$ cat config.mk
export PLATFORM = sky130hd
export DESIGN_NAME = io_coprocessor
export DESIGN_NICKNAME = d
export VERILOG_FILES = /design/src/rtl/iocp_pkg.sv /design/src/rtl/ffo_unit.sv /design/src/rtl/sem_unit.sv /design/src/rtl/io_coprocessor.sv
export SDC_FILE = /design/constraint.sdc
export NUM_CORES = 1
export LEC_CHECK = 0
export BUFFER_PORTS_ARGS = -buffer_cell sky130_fd_sc_hd__buf_2
export CAP_MARGIN = 20
export CELL_PAD_IN_SITES_DETAIL_PLACEMENT = 1
export CELL_PAD_IN_SITES_GLOBAL_PLACEMENT = 1
export CORE_ASPECT_RATIO = 0.8
export CORE_MARGIN = 3
export CORE_UTILIZATION = 43
export DETAILED_ROUTE_END_ITERATION = 8
export GPL_ROUTABILITY_DRIVEN = 0
export HOLD_SLACK_MARGIN = 0.1
export PLACE_DENSITY_LB_ADDON = 0.1
export SKIP_LAST_GASP = 1
export SLEW_MARGIN = 5
export SYNTH_ARGS = -nofsm -noshare
export SYNTH_HDL_FRONTEND = slang
export SYNTH_SLANG_ARGS = --single-unit
$ cat constraint.sdc
create_clock -name sys_clk -period 4.9 [get_ports sys_clk]
set_clock_uncertainty 0.15 [all_clocks]
set_input_delay 0.49 -clock sys_clk [delete_from_list [all_inputs] [get_ports sys_clk]]
set_output_delay 0.49 -clock sys_clk [all_outputs]
set_load 0.05 [all_outputs]
$ cat src/rtl/iocp_pkg.sv
package iocp_pkg;
  // datapath and sizes
  localparam int DATA_W      = 16;
  localparam int NUM_REGS    = 8;
  localparam int NUM_REQ     = 8;
  localparam int NUM_SEM     = 8;
  localparam int AXI_ADDR_W  = 8;
  localparam int FFO_POS_W   = 4;

  // register byte offsets
  localparam logic [7:0] ADDR_CTRL   = 8'h00;
  localparam logic [7:0] ADDR_SWREQ  = 8'h04;
  localparam logic [7:0] ADDR_PEND   = 8'h08;
  localparam logic [7:0] ADDR_STATUS = 8'h0C;
  localparam logic [7:0] ADDR_VBASE  = 8'h10;
  localparam logic [7:0] ADDR_IRQF   = 8'h14;
  localparam logic [7:0] ADDR_SEM    = 8'h18;

  localparam int CTRL_EN_BIT       = 0;
  localparam int STAT_BUSY_BIT     = 0;
  localparam int STAT_FLAGS_LSB    = 4;
  localparam int STAT_CH_LSB       = 8;
  localparam logic [15:0] VBASE_RST = 16'h0000;
  localparam int VEC_SHIFT          = 6;

  localparam logic [1:0] RESP_OKAY   = 2'h0;
  localparam logic [1:0] RESP_SLVERR = 2'h2;

  // condition flag positions
  localparam int FLAG_N = 3;
  localparam int FLAG_Z = 2;
  localparam int FLAG_V = 1;
  localparam int FLAG_C = 0;

  // opcodes, bits 15:11
  localparam logic [4:0] OP_CTL  = 5'h00;
  localparam logic [4:0] OP_DYAD = 5'h01;
  localparam logic [4:0] OP_SEM  = 5'h02;
  localparam logic [4:0] OP_BR   = 5'h04;
  localparam logic [4:0] OP_LD   = 5'h08;
  localparam logic [4:0] OP_ST   = 5'h09;
  localparam logic [4:0] OP_TRI  = 5'h0A;
  localparam logic [4:0] OP_LDL  = 5'h12;
  localparam logic [4:0] OP_ADDI = 5'h18;

  // dyadic suffixes, bits 4:0
  localparam logic [4:0] SFX_MOV = 5'h00;
  localparam logic [4:0] SFX_AND = 5'h01;
  localparam logic [4:0] SFX_OR  = 5'h02;
  localparam logic [4:0] SFX_XOR = 5'h03;
  localparam logic [4:0] SFX_FFO = 5'h10;

  localparam logic [1:0] TRI_ADD = 2'h0;
  localparam logic [1:0] TRI_SUB = 2'h1;

  localparam logic [2:0] BR_ALWAYS = 3'h0;
  localparam logic [2:0] BR_EQ     = 3'h1;
  localparam logic [2:0] BR_NE     = 3'h2;
  localparam logic [2:0] BR_CS     = 3'h3;
  localparam logic [2:0] BR_CC     = 3'h4;
  localparam logic [2:0] BR_MI     = 3'h5;

  // shared bus pacing
  localparam int RAM_REGION_BIT      = 15;
  localparam int SYS_CLK_PERIOD_NS   = 10;
  localparam int HOST_BUS_PERIOD_NS  = 20;
  localparam int HOST_DIV            = HOST_BUS_PERIOD_NS / SYS_CLK_PERIOD_NS;
  localparam logic [1:0] RAM_PER_HOST_CYCLE = 2'h2;

  typedef enum logic [1:0] {ST_IDLE, ST_FETCH, ST_EXEC, ST_MEM} core_state_t;
endpackage

$ cat src/rtl/ffo_unit.sv
`timescale 1ns/1ps
module ffo_unit #(
  parameter int W  = 16,
  parameter int PW = 4
) (
  // operand
  input  wire logic [W-1:0]  value,
  // result
  output logic      [PW-1:0] position,
  output logic               none
);
  // later hits overwrite, so the highest set bit wins
  always_comb begin
    position = '0;
    for (int i = 0; i < W; i++) begin
      if (value[i]) begin
        position = PW'(i);
      end
    end
  end

  assign none = (value == '0);
endmodule

$ cat src/rtl/sem_unit.sv
`timescale 1ns/1ps
module sem_unit #(
  parameter int N  = 8,
  parameter int IW = 3
) (
  // clock and reset
  input  wire logic          clk,
  input  wire logic          srst,
  // host side: low half values, high half write mask
  input  wire logic          host_we,
  input  wire logic [2*N-1:0] host_wdata,
  // core side
  input  wire logic          core_lock,
  input  wire logic          core_release,
  input  wire logic [IW-1:0] core_idx,
  output logic               core_grant,
  // ownership
  output logic      [N-1:0]  host_owns,
  output logic      [N-1:0]  core_owns
);
  logic [N-1:0] host_try;
  logic [N-1:0] host_rel;

  always_comb begin
    host_try = host_we ? (host_wdata[2*N-1:N] & host_wdata[N-1:0]) : '0;
    host_rel = host_we ? (host_wdata[2*N-1:N] & ~host_wdata[N-1:0]) : '0;
  end

  // host wins a same-cycle race so the host is never held up
  assign core_grant = core_owns[core_idx] | (~host_owns[core_idx] & ~host_try[core_idx]);

  always_ff @(posedge clk) begin
    if (srst) begin
      host_owns <= '0;
      core_owns <= '0;
    end else begin
      for (int i = 0; i < N; i++) begin
        if (host_try[i] && !core_owns[i]) begin
          host_owns[i] <= 1'b1;
        end else if (host_rel[i]) begin
          host_owns[i] <= 1'b0;
        end
        if (core_lock && core_idx == IW'(i) && core_grant) begin
          core_owns[i] <= 1'b1;
        end else if (core_release && core_idx == IW'(i)) begin
          core_owns[i] <= 1'b0;
        end
      end
    end
  end
endmodule

$ cat src/rtl/io_coprocessor.sv
// How it works
// - The core sits idle and fetches nothing until a service request starts it.
// - A request runs the code sequence at its vector and the closing instruction may flag the host.
// - A running sequence is never preempted; pending requests wait until the core is idle again.
// - Hardware semaphores let core and host claim shared locations without conflict.
// - The datapath is 16 bits wide with moves, bit operations and add/subtract.
// - On a shared-resource conflict the core waits for the bus acknowledge while the host runs on.
// - The core issues at most two RAM accesses per host bus cycle.
// - The core issues at most one peripheral or flash access per host bus cycle.
// - Find-first-one scans from MSB down and writes the bit position with upper bits cleared.
// - A zero source makes find-first-one clear the destination and set carry, else carry clears.
// - Find-first-one clears negative and overflow and sets zero only for a zero result.
`timescale 1ns/1ps
module io_coprocessor
  import iocp_pkg::*;
#(
  parameter int NREQ = NUM_REQ
) (
  // clock and reset
  input  wire logic                  sys_clk,
  input  wire logic                  srst,
  // axi4-lite write
  input  wire logic [AXI_ADDR_W-1:0] s_axi_awaddr,
  input  wire logic                  s_axi_awvalid,
  output logic                       s_axi_awready,
  input  wire logic [31:0]           s_axi_wdata,
  input  wire logic [3:0]            s_axi_wstrb,
  input  wire logic                  s_axi_wvalid,
  output logic                       s_axi_wready,
  output logic [1:0]                 s_axi_bresp,
  output logic                       s_axi_bvalid,
  input  wire logic                  s_axi_bready,
  // axi4-lite read
  input  wire logic [AXI_ADDR_W-1:0] s_axi_araddr,
  input  wire logic                  s_axi_arvalid,
  output logic                       s_axi_arready,
  output logic [31:0]                s_axi_rdata,
  output logic [1:0]                 s_axi_rresp,
  output logic                       s_axi_rvalid,
  input  wire logic                  s_axi_rready,
  // service requests and host notification
  input  wire logic [NREQ-1:0]       service_req,
  output logic [NREQ-1:0]            host_irq,
  output logic                       core_busy,
  // shared memory bus
  output logic                       mem_req,
  output logic                       mem_we,
  output logic [DATA_W-1:0]          mem_addr,
  output logic [DATA_W-1:0]          mem_wdata,
  input  wire logic [DATA_W-1:0]     mem_rdata,
  input  wire logic                  mem_ack
);
  localparam int CHW = $clog2(NREQ);
  localparam int SIW = $clog2(NUM_SEM);

  logic [AXI_ADDR_W-1:0] awaddr_reg;
  logic [31:0]           wdata_reg;
  logic [3:0]            wstrb_reg;
  logic                  aw_full_reg, w_full_reg;
  logic                  ctrl_en_reg;
  logic [DATA_W-1:0]     vbase_reg;
  logic [NREQ-1:0]       pend_reg;
  core_state_t           state_reg;
  logic [DATA_W-1:0]     regs_reg [NUM_REGS];
  logic [DATA_W-1:0]     pc_reg, ir_reg, ea_reg;
  logic [3:0]            flags_reg;
  logic [CHW-1:0]        chan_reg;
  logic                  is_load_reg;
  logic [$clog2(HOST_DIV+1)-1:0] div_reg;
  logic [1:0]            ram_cnt_reg;
  logic                  per_cnt_reg;

  function automatic logic [7:0] word_addr(input logic [AXI_ADDR_W-1:0] a);
    return {a[7:2], 2'b00};
  endfunction

  function automatic logic [CHW-1:0] first_pending(input logic [NREQ-1:0] p);
    logic [CHW-1:0] r;
    r = '0;
    for (int i = NREQ - 1; i >= 0; i--) begin
      if (p[i]) begin
        r = CHW'(i);
      end
    end
    return r;
  endfunction

  function automatic logic [DATA_W-1:0] rf(input logic [2:0] idx);
    return (idx == 3'h0) ? '0 : regs_reg[idx];
  endfunction

  // returns {n,z,v,c,result}
  function automatic logic [DATA_W+3:0] addsub(input logic [DATA_W-1:0] a, input logic [DATA_W-1:0] b,
                                               input logic sub);
    logic [DATA_W-1:0] bb;
    logic [DATA_W:0]   s;
    bb = sub ? ~b : b;
    s  = {1'b0, a} + {1'b0, bb} + {{DATA_W{1'b0}}, sub};
    return {s[DATA_W-1], s[DATA_W-1:0] == '0, (a[DATA_W-1] == bb[DATA_W-1]) && (s[DATA_W-1] != a[DATA_W-1]),
            s[DATA_W] ^ sub, s[DATA_W-1:0]};
  endfunction

  // ---------------- register bus ----------------
  logic do_write;
  logic [7:0] wa;
  logic wr_ctrl, wr_swreq, wr_vbase, wr_irqf, wr_sem, wr_hit;
  logic [15:0] wlo;

  always_comb begin
    do_write = aw_full_reg && w_full_reg && !s_axi_bvalid;
    wa       = word_addr(awaddr_reg);
    wlo      = {wstrb_reg[1] ? wdata_reg[15:8] : 8'h00, wstrb_reg[0] ? wdata_reg[7:0] : 8'h00};
    wr_ctrl  = do_write && wa == ADDR_CTRL && wstrb_reg[0];
    wr_swreq = do_write && wa == ADDR_SWREQ;
    wr_vbase = do_write && wa == ADDR_VBASE && (wstrb_reg[1:0] != 2'h0);
    wr_irqf  = do_write && wa == ADDR_IRQF;
    wr_sem   = do_write && wa == ADDR_SEM;
    wr_hit   = wa == ADDR_CTRL || wa == ADDR_SWREQ || wa == ADDR_PEND || wa == ADDR_STATUS ||
               wa == ADDR_VBASE || wa == ADDR_IRQF || wa == ADDR_SEM;
  end

  always_ff @(posedge sys_clk) begin
    if (srst) begin
      aw_full_reg   <= 1'b0;
      w_full_reg    <= 1'b0;
      s_axi_awready <= 1'b0;
      s_axi_wready  <= 1'b0;
      awaddr_reg    <= '0;
      wdata_reg     <= '0;
      wstrb_reg     <= '0;
    end else begin
      if (do_write) begin
        aw_full_reg <= 1'b0;
      end else if (s_axi_awvalid && s_axi_awready) begin
        aw_full_reg <= 1'b1;
        awaddr_reg  <= s_axi_awaddr;
      end
      if (do_write) begin
        w_full_reg <= 1'b0;
      end else if (s_axi_wvalid && s_axi_wready) begin
        w_full_reg <= 1'b1;
        wdata_reg  <= s_axi_wdata;
        wstrb_reg  <= s_axi_wstrb;
      end
      s_axi_awready <= do_write || !(aw_full_reg || (s_axi_awvalid && s_axi_awready));
      s_axi_wready  <= do_write || !(w_full_reg || (s_axi_wvalid && s_axi_wready));
    end
  end

  always_ff @(posedge sys_clk) begin
    if (srst) begin
      s_axi_bvalid <= 1'b0;
      s_axi_bresp  <= RESP_OKAY;
    end else if (do_write) begin
      s_axi_bvalid <= 1'b1;
      s_axi_bresp  <= wr_hit ? RESP_OKAY : RESP_SLVERR;
    end else if (s_axi_bready) begin
      s_axi_bvalid <= 1'b0;
    end
  end

  logic [NUM_SEM-1:0] sem_host_owns, sem_core_owns;
  logic [31:0]        rd_mux;
  logic               rd_hit;

  always_comb begin
    rd_mux = 32'h0000_0000;
    rd_hit = 1'b1;
    case (word_addr(s_axi_araddr))
      ADDR_CTRL:   rd_mux[CTRL_EN_BIT] = ctrl_en_reg;
      ADDR_SWREQ:  rd_mux = 32'h0000_0000;
      ADDR_PEND:   rd_mux[NREQ-1:0] = pend_reg;
      ADDR_STATUS: begin
        rd_mux[STAT_BUSY_BIT] = state_reg != ST_IDLE;
        rd_mux[STAT_FLAGS_LSB +: 4] = flags_reg;
        rd_mux[STAT_CH_LSB +: CHW] = chan_reg;
      end
      ADDR_VBASE:  rd_mux[DATA_W-1:0] = vbase_reg;
      ADDR_IRQF:   rd_mux[NREQ-1:0] = host_irq;
      ADDR_SEM:    rd_mux[NUM_SEM-1:0] = sem_host_owns;
      default:     rd_hit = 1'b0;
    endcase
  end

  always_ff @(posedge sys_clk) begin
    if (srst) begin
      s_axi_arready <= 1'b0;
      s_axi_rvalid  <= 1'b0;
      s_axi_rdata   <= 32'h0000_0000;
      s_axi_rresp   <= RESP_OKAY;
    end else if (s_axi_arvalid && s_axi_arready) begin
      s_axi_arready <= 1'b0;
      s_axi_rvalid  <= 1'b1;
      s_axi_rdata   <= rd_mux;
      s_axi_rresp   <= rd_hit ? RESP_OKAY : RESP_SLVERR;
    end else if (s_axi_rvalid && s_axi_rready) begin
      s_axi_rvalid  <= 1'b0;
      s_axi_arready <= 1'b1;
    end else if (!s_axi_rvalid) begin
      s_axi_arready <= 1'b1;
    end
  end

  always_ff @(posedge sys_clk) begin
    if (srst) begin
      ctrl_en_reg <= 1'b0;
      vbase_reg   <= VBASE_RST;
    end else begin
      if (wr_ctrl) begin
        ctrl_en_reg <= wdata_reg[CTRL_EN_BIT];
      end
      if (wr_vbase) begin
        vbase_reg <= wlo;
      end
    end
  end

  // ---------------- decode and execute ----------------
  logic [4:0] op;
  logic [2:0] f_rd, f_src, f_rt;
  logic [DATA_W-1:0] va, vb, vd, wb_val, br_tgt;
  logic [DATA_W+3:0] as_res;
  logic [FFO_POS_W-1:0] ffo_pos;
  logic ffo_none, wb_en, br_take, sem_grant, start, seq_done;
  logic [3:0] flags_nx;

  always_comb begin
    op   = ir_reg[15:11];
    f_rd = ir_reg[10:8];
    f_src = ir_reg[7:5];
    f_rt = ir_reg[4:2];
    va   = rf(f_src);
    vb   = rf(f_rt);
    vd   = rf(f_rd);
    as_res = addsub(op == OP_ADDI ? vd : va, op == OP_ADDI ? {{8{ir_reg[7]}}, ir_reg[7:0]} : vb,
                    op == OP_TRI && ir_reg[1:0] == TRI_SUB);
    wb_en    = 1'b0;
    wb_val   = '0;
    flags_nx = flags_reg;
    case (op)
      OP_DYAD: begin
        wb_en = 1'b1;
        case (ir_reg[4:0])
          SFX_FFO: begin
            wb_val = ffo_none ? '0 : {{(DATA_W-FFO_POS_W){1'b0}}, ffo_pos};
            flags_nx = {1'b0, wb_val == '0, 1'b0, ffo_none};
          end
          SFX_AND: wb_val = vd & va;
          SFX_OR:  wb_val = vd | va;
          SFX_XOR: wb_val = vd ^ va;
          default: wb_val = va;
        endcase
        if (ir_reg[4:0] != SFX_FFO) begin
          flags_nx = {wb_val[DATA_W-1], wb_val == '0, 1'b0, flags_reg[FLAG_C]};
        end
      end
      OP_TRI, OP_ADDI: begin
        wb_en    = 1'b1;
        wb_val   = as_res[DATA_W-1:0];
        flags_nx = as_res[DATA_W+3:DATA_W];
      end
      OP_LDL: begin
        wb_en  = 1'b1;
        wb_val = {8'h00, ir_reg[7:0]};
      end
      OP_SEM: flags_nx[FLAG_C] = ir_reg[10] ? 1'b0 : sem_grant;
      default: ;
    endcase
    case (ir_reg[10:8])
      BR_ALWAYS: br_take = 1'b1;
      BR_EQ:     br_take = flags_reg[FLAG_Z];
      BR_NE:     br_take = !flags_reg[FLAG_Z];
      BR_CS:     br_take = flags_reg[FLAG_C];
      BR_CC:     br_take = !flags_reg[FLAG_C];
      BR_MI:     br_take = flags_reg[FLAG_N];
      default:   br_take = 1'b0;
    endcase
    br_tgt   = pc_reg + {{8{ir_reg[7]}}, ir_reg[7:0]};
    seq_done = state_reg == ST_EXEC && op == OP_CTL;
    start    = state_reg == ST_IDLE && ctrl_en_reg && (pend_reg != '0);
  end

  ffo_unit #(.W(DATA_W), .PW(FFO_POS_W)) u_ffo (
    .value    (va),
    .position (ffo_pos),
    .none     (ffo_none)
  );

  sem_unit #(.N(NUM_SEM), .IW(SIW)) u_sem (
    .clk          (sys_clk),
    .srst         (srst),
    .host_we      (wr_sem),
    .host_wdata   (wlo),
    .core_lock    (state_reg == ST_EXEC && op == OP_SEM && !ir_reg[10]),
    .core_release (state_reg == ST_EXEC && op == OP_SEM && ir_reg[10]),
    .core_idx     (ir_reg[9:7]),
    .core_grant   (sem_grant),
    .host_owns    (sem_host_owns),
    .core_owns    (sem_core_owns)
  );

  // requests: a new arrival beats the clear of the same bit
  always_ff @(posedge sys_clk) begin
    if (srst) begin
      pend_reg <= '0;
      host_irq <= '0;
    end else begin
      pend_reg <= (pend_reg & ~(start ? (NREQ'(1) << first_pending(pend_reg)) : '0))
                  | service_req | (wr_swreq ? wlo[NREQ-1:0] : '0);
      host_irq <= (host_irq & ~(wr_irqf ? wlo[NREQ-1:0] : '0))
                  | ((seq_done && ir_reg[0]) ? (NREQ'(1) << chan_reg) : '0);
    end
  end

  // ---------------- shared bus pacing ----------------
  logic host_cyc, launch, slot_ok;
  logic [DATA_W-1:0] launch_addr;

  always_comb begin
    host_cyc    = div_reg == '0;
    launch_addr = state_reg == ST_MEM ? ea_reg : pc_reg;
    slot_ok     = launch_addr[RAM_REGION_BIT] ? (ram_cnt_reg < RAM_PER_HOST_CYCLE) : !per_cnt_reg;
    launch      = (state_reg == ST_FETCH || state_reg == ST_MEM) && !mem_req && slot_ok;
  end

  always_ff @(posedge sys_clk) begin
    if (srst) begin
      div_reg     <= '0;
      ram_cnt_reg <= '0;
      per_cnt_reg <= 1'b0;
    end else begin
      div_reg <= (div_reg == ($bits(div_reg))'(HOST_DIV - 1)) ? '0 : div_reg + 1'b1;
      if (host_cyc) begin
        ram_cnt_reg <= (launch && launch_addr[RAM_REGION_BIT]) ? 2'h1 : 2'h0;
        per_cnt_reg <= launch && !launch_addr[RAM_REGION_BIT];
      end else if (launch) begin
        if (launch_addr[RAM_REGION_BIT]) begin
          ram_cnt_reg <= ram_cnt_reg + 2'h1;
        end else begin
          per_cnt_reg <= 1'b1;
        end
      end
    end
  end

  // ---------------- sequencer ----------------
  always_ff @(posedge sys_clk) begin
    if (srst) begin
      state_reg   <= ST_IDLE;
      pc_reg      <= '0;
      ir_reg      <= '0;
      ea_reg      <= '0;
      flags_reg   <= '0;
      chan_reg    <= '0;
      is_load_reg <= 1'b0;
      mem_req     <= 1'b0;
      mem_we      <= 1'b0;
      mem_addr    <= '0;
      mem_wdata   <= '0;
      core_busy   <= 1'b0;
      for (int i = 0; i < NUM_REGS; i++) begin
        regs_reg[i] <= '0;
      end
    end else begin
      core_busy <= state_reg != ST_IDLE || start;
      if (launch) begin
        mem_req  <= 1'b1;
        mem_addr <= launch_addr;
        mem_we   <= state_reg == ST_MEM && !is_load_reg;
      end else if (mem_req && mem_ack) begin
        mem_req <= 1'b0;
        mem_we  <= 1'b0;
      end
      case (state_reg)
        ST_IDLE: begin
          if (start) begin
            chan_reg  <= first_pending(pend_reg);
            pc_reg    <= vbase_reg + (DATA_W'(first_pending(pend_reg)) << VEC_SHIFT);
            state_reg <= ST_FETCH;
          end
        end
        ST_FETCH: begin
          if (mem_req && mem_ack) begin
            ir_reg    <= mem_rdata;
            pc_reg    <= pc_reg + 16'h0001;
            state_reg <= ST_EXEC;
          end
        end
        ST_EXEC: begin
          flags_reg <= flags_nx;
          if (wb_en && f_rd != 3'h0) begin
            regs_reg[f_rd] <= wb_val;
          end
          state_reg <= ST_FETCH;
          case (op)
            OP_CTL: state_reg <= ST_IDLE;
            OP_BR: begin
              if (br_take) begin
                pc_reg <= br_tgt;
              end
            end
            OP_LD, OP_ST: begin
              ea_reg      <= va + {11'h000, ir_reg[4:0]};
              is_load_reg <= op == OP_LD;
              mem_wdata   <= vd;
              state_reg   <= ST_MEM;
            end
            default: ;
          endcase
        end
        ST_MEM: begin
          if (mem_req && mem_ack) begin
            if (is_load_reg && f_rd != 3'h0) begin
              regs_reg[f_rd] <= mem_rdata;
            end
            state_reg <= ST_FETCH;
          end
        end
        default: state_reg <= ST_IDLE;
      endcase
    end
  end
endmodule

==> impl_metrics.csv <==
group,metric,value,unit
hold_path,hold_path_class,"input pin to flop",
clocking,cts_tree,"built",
sta,final-hold-violation-count,0,
synth,synth_edf_count,128,
routing,route.met3.wl,6990,um
outcome,status,"completed",
floorplanning,die_h,200,um
worst_setup_path,reg2regPathDepth,19,
floorplanning,ioPinCount,168,
hold_path,holdCritStartpoint,"mem_rdata[6]",
routing,num_vias,18200,
floorplanning,start_util,0.438,
clocking,clock_path_buffers,3,
synth,synth.area.mux_share,0.158,
routing,drtPass1Iterations,6,
routing,ant_nets,0,
worst_setup_path,cp_data_arrival_time,4870,ps
routing,drt_iter0_drc,1494,
sta,finalCritPeriodShare,0.967,
global_route,grt_pass1_vias,18300,
clocking,clockRootBuffer,"clkbuf_16",
global_route,grt_usage,0.299,
sta,whs,143,ps
synth,synth_common_cells,"269 x nor2_1, 252 x nand2_1, 205 x dfxtp_1",
worst_setup_path,start_kind,"flop",
synth,synth_compound_area_frac,0.156,
sta,relSlewSlack,0.282,
synth,synthSimpleGateAreaFrac,0.168,
clocking,clkLatencyLatePin,580,ps
synth,synthAdderAreaFrac,0.0510,
floorplanning,die_w,248,um
synth,synthFlopType,"dfxtp_1",
synth,ys_warn_count,0,
global_route,overflow,0,
synth,netlist.area_leader.share,0.203,
pwr,ir_drop,0.279,mV
layout,area_growth,18.8,%
hold_path,holdPathEnd,"ir_reg[6]",
pwr,leakagePower,8.88,nW
floorplanning,fp.coreArea,0.0461,mm2
synth,synth_cell_types,83,
layout,fillers,5272,
synth,synth_top_family_by_area,"simple AND/OR/NAND/NOR gates",
synth,yosysMostFrequentCell,"nor2_1",
synth,yosysTopAreaCell,"dfxtp_1",
clocking,cts-buffers-inserted,37,
sta,worst_slew_pin_slew,1080,ps
placement,hpwlAfterDp,54300,um
layout,largest_register_ffs,128,
pwr,finalPower,6.53,mW
synth,ys_top_cells_by_area,"dfxtp_1 20%, edfxtp_1 19%, mux4_2 11%",
routing,wl_per_cell,24.8,um
synth,avgSynthCellArea,9.42,um2
routing,drc,0,
global_route,antenna_found_initial,2,
global_route,grt_max_degree,164,
clocking,path_clk_slew,70,ps
floorplanning,dieArea,0.0496,mm2
floorplanning,num_rows,70,
clocking,cts_max_level,2,
worst_setup_path,rrSetupSlack,160,ps
run,maxCapViolCount,0,
clocking,cts_sinks,333,
synth,syn_area,0.0202,mm2
sta,fin_crit,4740,ps
synth,seq_area_frac_synth,0.393,
synth,synth-seq-cells,333,
worst_setup_path,critical_path_class,"flop to flop",
worst_setup_path,r2r-end,"regs_reg[6][15]",
layout,nets,2546,
synth,synthArstFlopShare,0,
global_route,grt_first_pass_wirelength,112000,um
routing,routed.top_layer,"met5",
synth,synthCells,2145,
routing,wirelength_met1,32500,um
placement,dp_cells,2894,
pwr,powerDensity,272,mW/mm2
worst_setup_path,end_kind,"flop",
routing,wirelength,74900,um
sta,max_freq,211,MHz
synth,yosys.area_share.xor_xnor,0.0238,
worst_setup_path,cp.required,5040,ps
routing,wl_met2,33300,um
placement,io_buffers,127,
layout,fin_cells,3022,
sta,slew_violations,0,
sta,setup_violations,0,
layout,drive_gt1_frac,0.208,
worst_setup_path,crit_fanout,7,
routing,viasPerCell,6.02,
hold_path,worstHoldPathCells,3,
[power by group]
part	internal, mW	total, mW	leakage [nW]	switching [mW]
clock network	1.54	2.77	0.562	1.23
registers	2.97	3.07	2.98	0.0980
logic	0.250	0.692	5.34	0.442
total	4.76	6.53	8.88	1.77
[worst max-delay path, cell delays in order (launching register included)]
cell and delay (ps):
dfxtp_4 410, mux4_2 510, mux2i_1 140, buf_4 140, nor2_1 40, a21oi_2 130
xor2_1 240, ha_1 280, a21o_1 180, buf_4 150, a21o_1 170, a21o_1 220
a31o_2 260, a21o_1 170, a21oi_1 190, a21oi_1 130, or3_1 390, a31oi_2 250
buf_4 200, a211oi_1 80
[final cells by class]
cell class	instances	area, um2	share of cell area
multi-input combinational	1615	11500	0.478
sequential	333	7960	0.332
timing repair buffer	326	2380	0.0990
clock buffer	50	1030	0.0428
tap	612	766	0.0319
inverter	69	259	0.0108
clock inverter	16	145	0.00605
antenna	1	2.50	0.000104
[metal layers]
metal / global-route usage / vias to the layer above
met4: 0.0827 / 4
met5: 0 / -
met1: 0.410 / 9116
met3: 0.0839 / 131
met2: 0.465 / 702
li1: - / 8250
[placed cells by master (no fill, tap or decap), types with 17 or more instances in the layout]
master         synthesis  final
dfxtp_1              205    201
nand2b_1              25     25
inv_1                 63     63
clkbuf_16              0     38
mux4_2               100    100
edfxtp_1             128    128
nor3_1                35     33
nand3_1               47     47
a21o_1                24     24
nor2b_1               22     22
xnor2_1               38     38
xor2_1                17     17
conb_1                 1     34
dlygate4sd3_1          0     51
a211oi_1              46     46
nor2_1               269    268
buf_2                 10    126
nand2_1              252    252
mux2_2                19     19
ha_1                  76     76
mux2i_1               73     70
a31oi_1               27     26
a21oi_1              186    182
buf_4                 19    137
o21ai_0               82     81
[timing repair]
item | 4_1_cts | 5_1_grt
setup buffers | 0 | 9
setup endpoints to repair | 0 | 52
resized for setup | 0 | 20
hold buffers | 51 | 0
hold endpoints to repair | 60 | 0
[stage by stage]
step | TNS (ps) | utilization | area, um2 | worst slack, ps
2_1_floorplan | 0 | - | 20300 | 46.5
3_3_place_gp | 0 | 0.481 | 22100 | 214
3_5_place_dp | 0 | 0.481 | 22100 | 145
4_1_cts | 0 | 0.517 | 23800 | 102
5_1_grt | -59.0 | 0.521 | 24000 | -17.2
6_report | 0 | 0.521 | 24000 | 163
[logic make-up after synthesis]
family / count (synthesis)
AOI/OAI and AO/OA: 499
xor gates and xnor gates: 55
and+or+nand+nor: 755
DFF: 333
buffers and inverters: 230
adders and majority gates: 80
muxes: 192
other: 1
[worst max path at each step]
| stage | start | endpoint | slack, ps | cells past startpoint |
|---|---|---|---|---|
| 2_1_floorplan | ir_reg[1] | regs_reg[1][15] | 50 | 18 |
| 3_3_place_gp | flop | regs_reg[5][15] | 210 | 19 |
| 3_5_place_dp | flop | regs_reg[7][12] | 140 | 18 |
| 4_1_cts | flop | regs_reg[7][12] | 100 | 18 |
| 5_1_grt | flop | regs_reg[1][14] | -20 | 19 |
| 6_report | flop | regs_reg[6][15] | 160 | 19 |
Power figures use the tool's default switching activity.
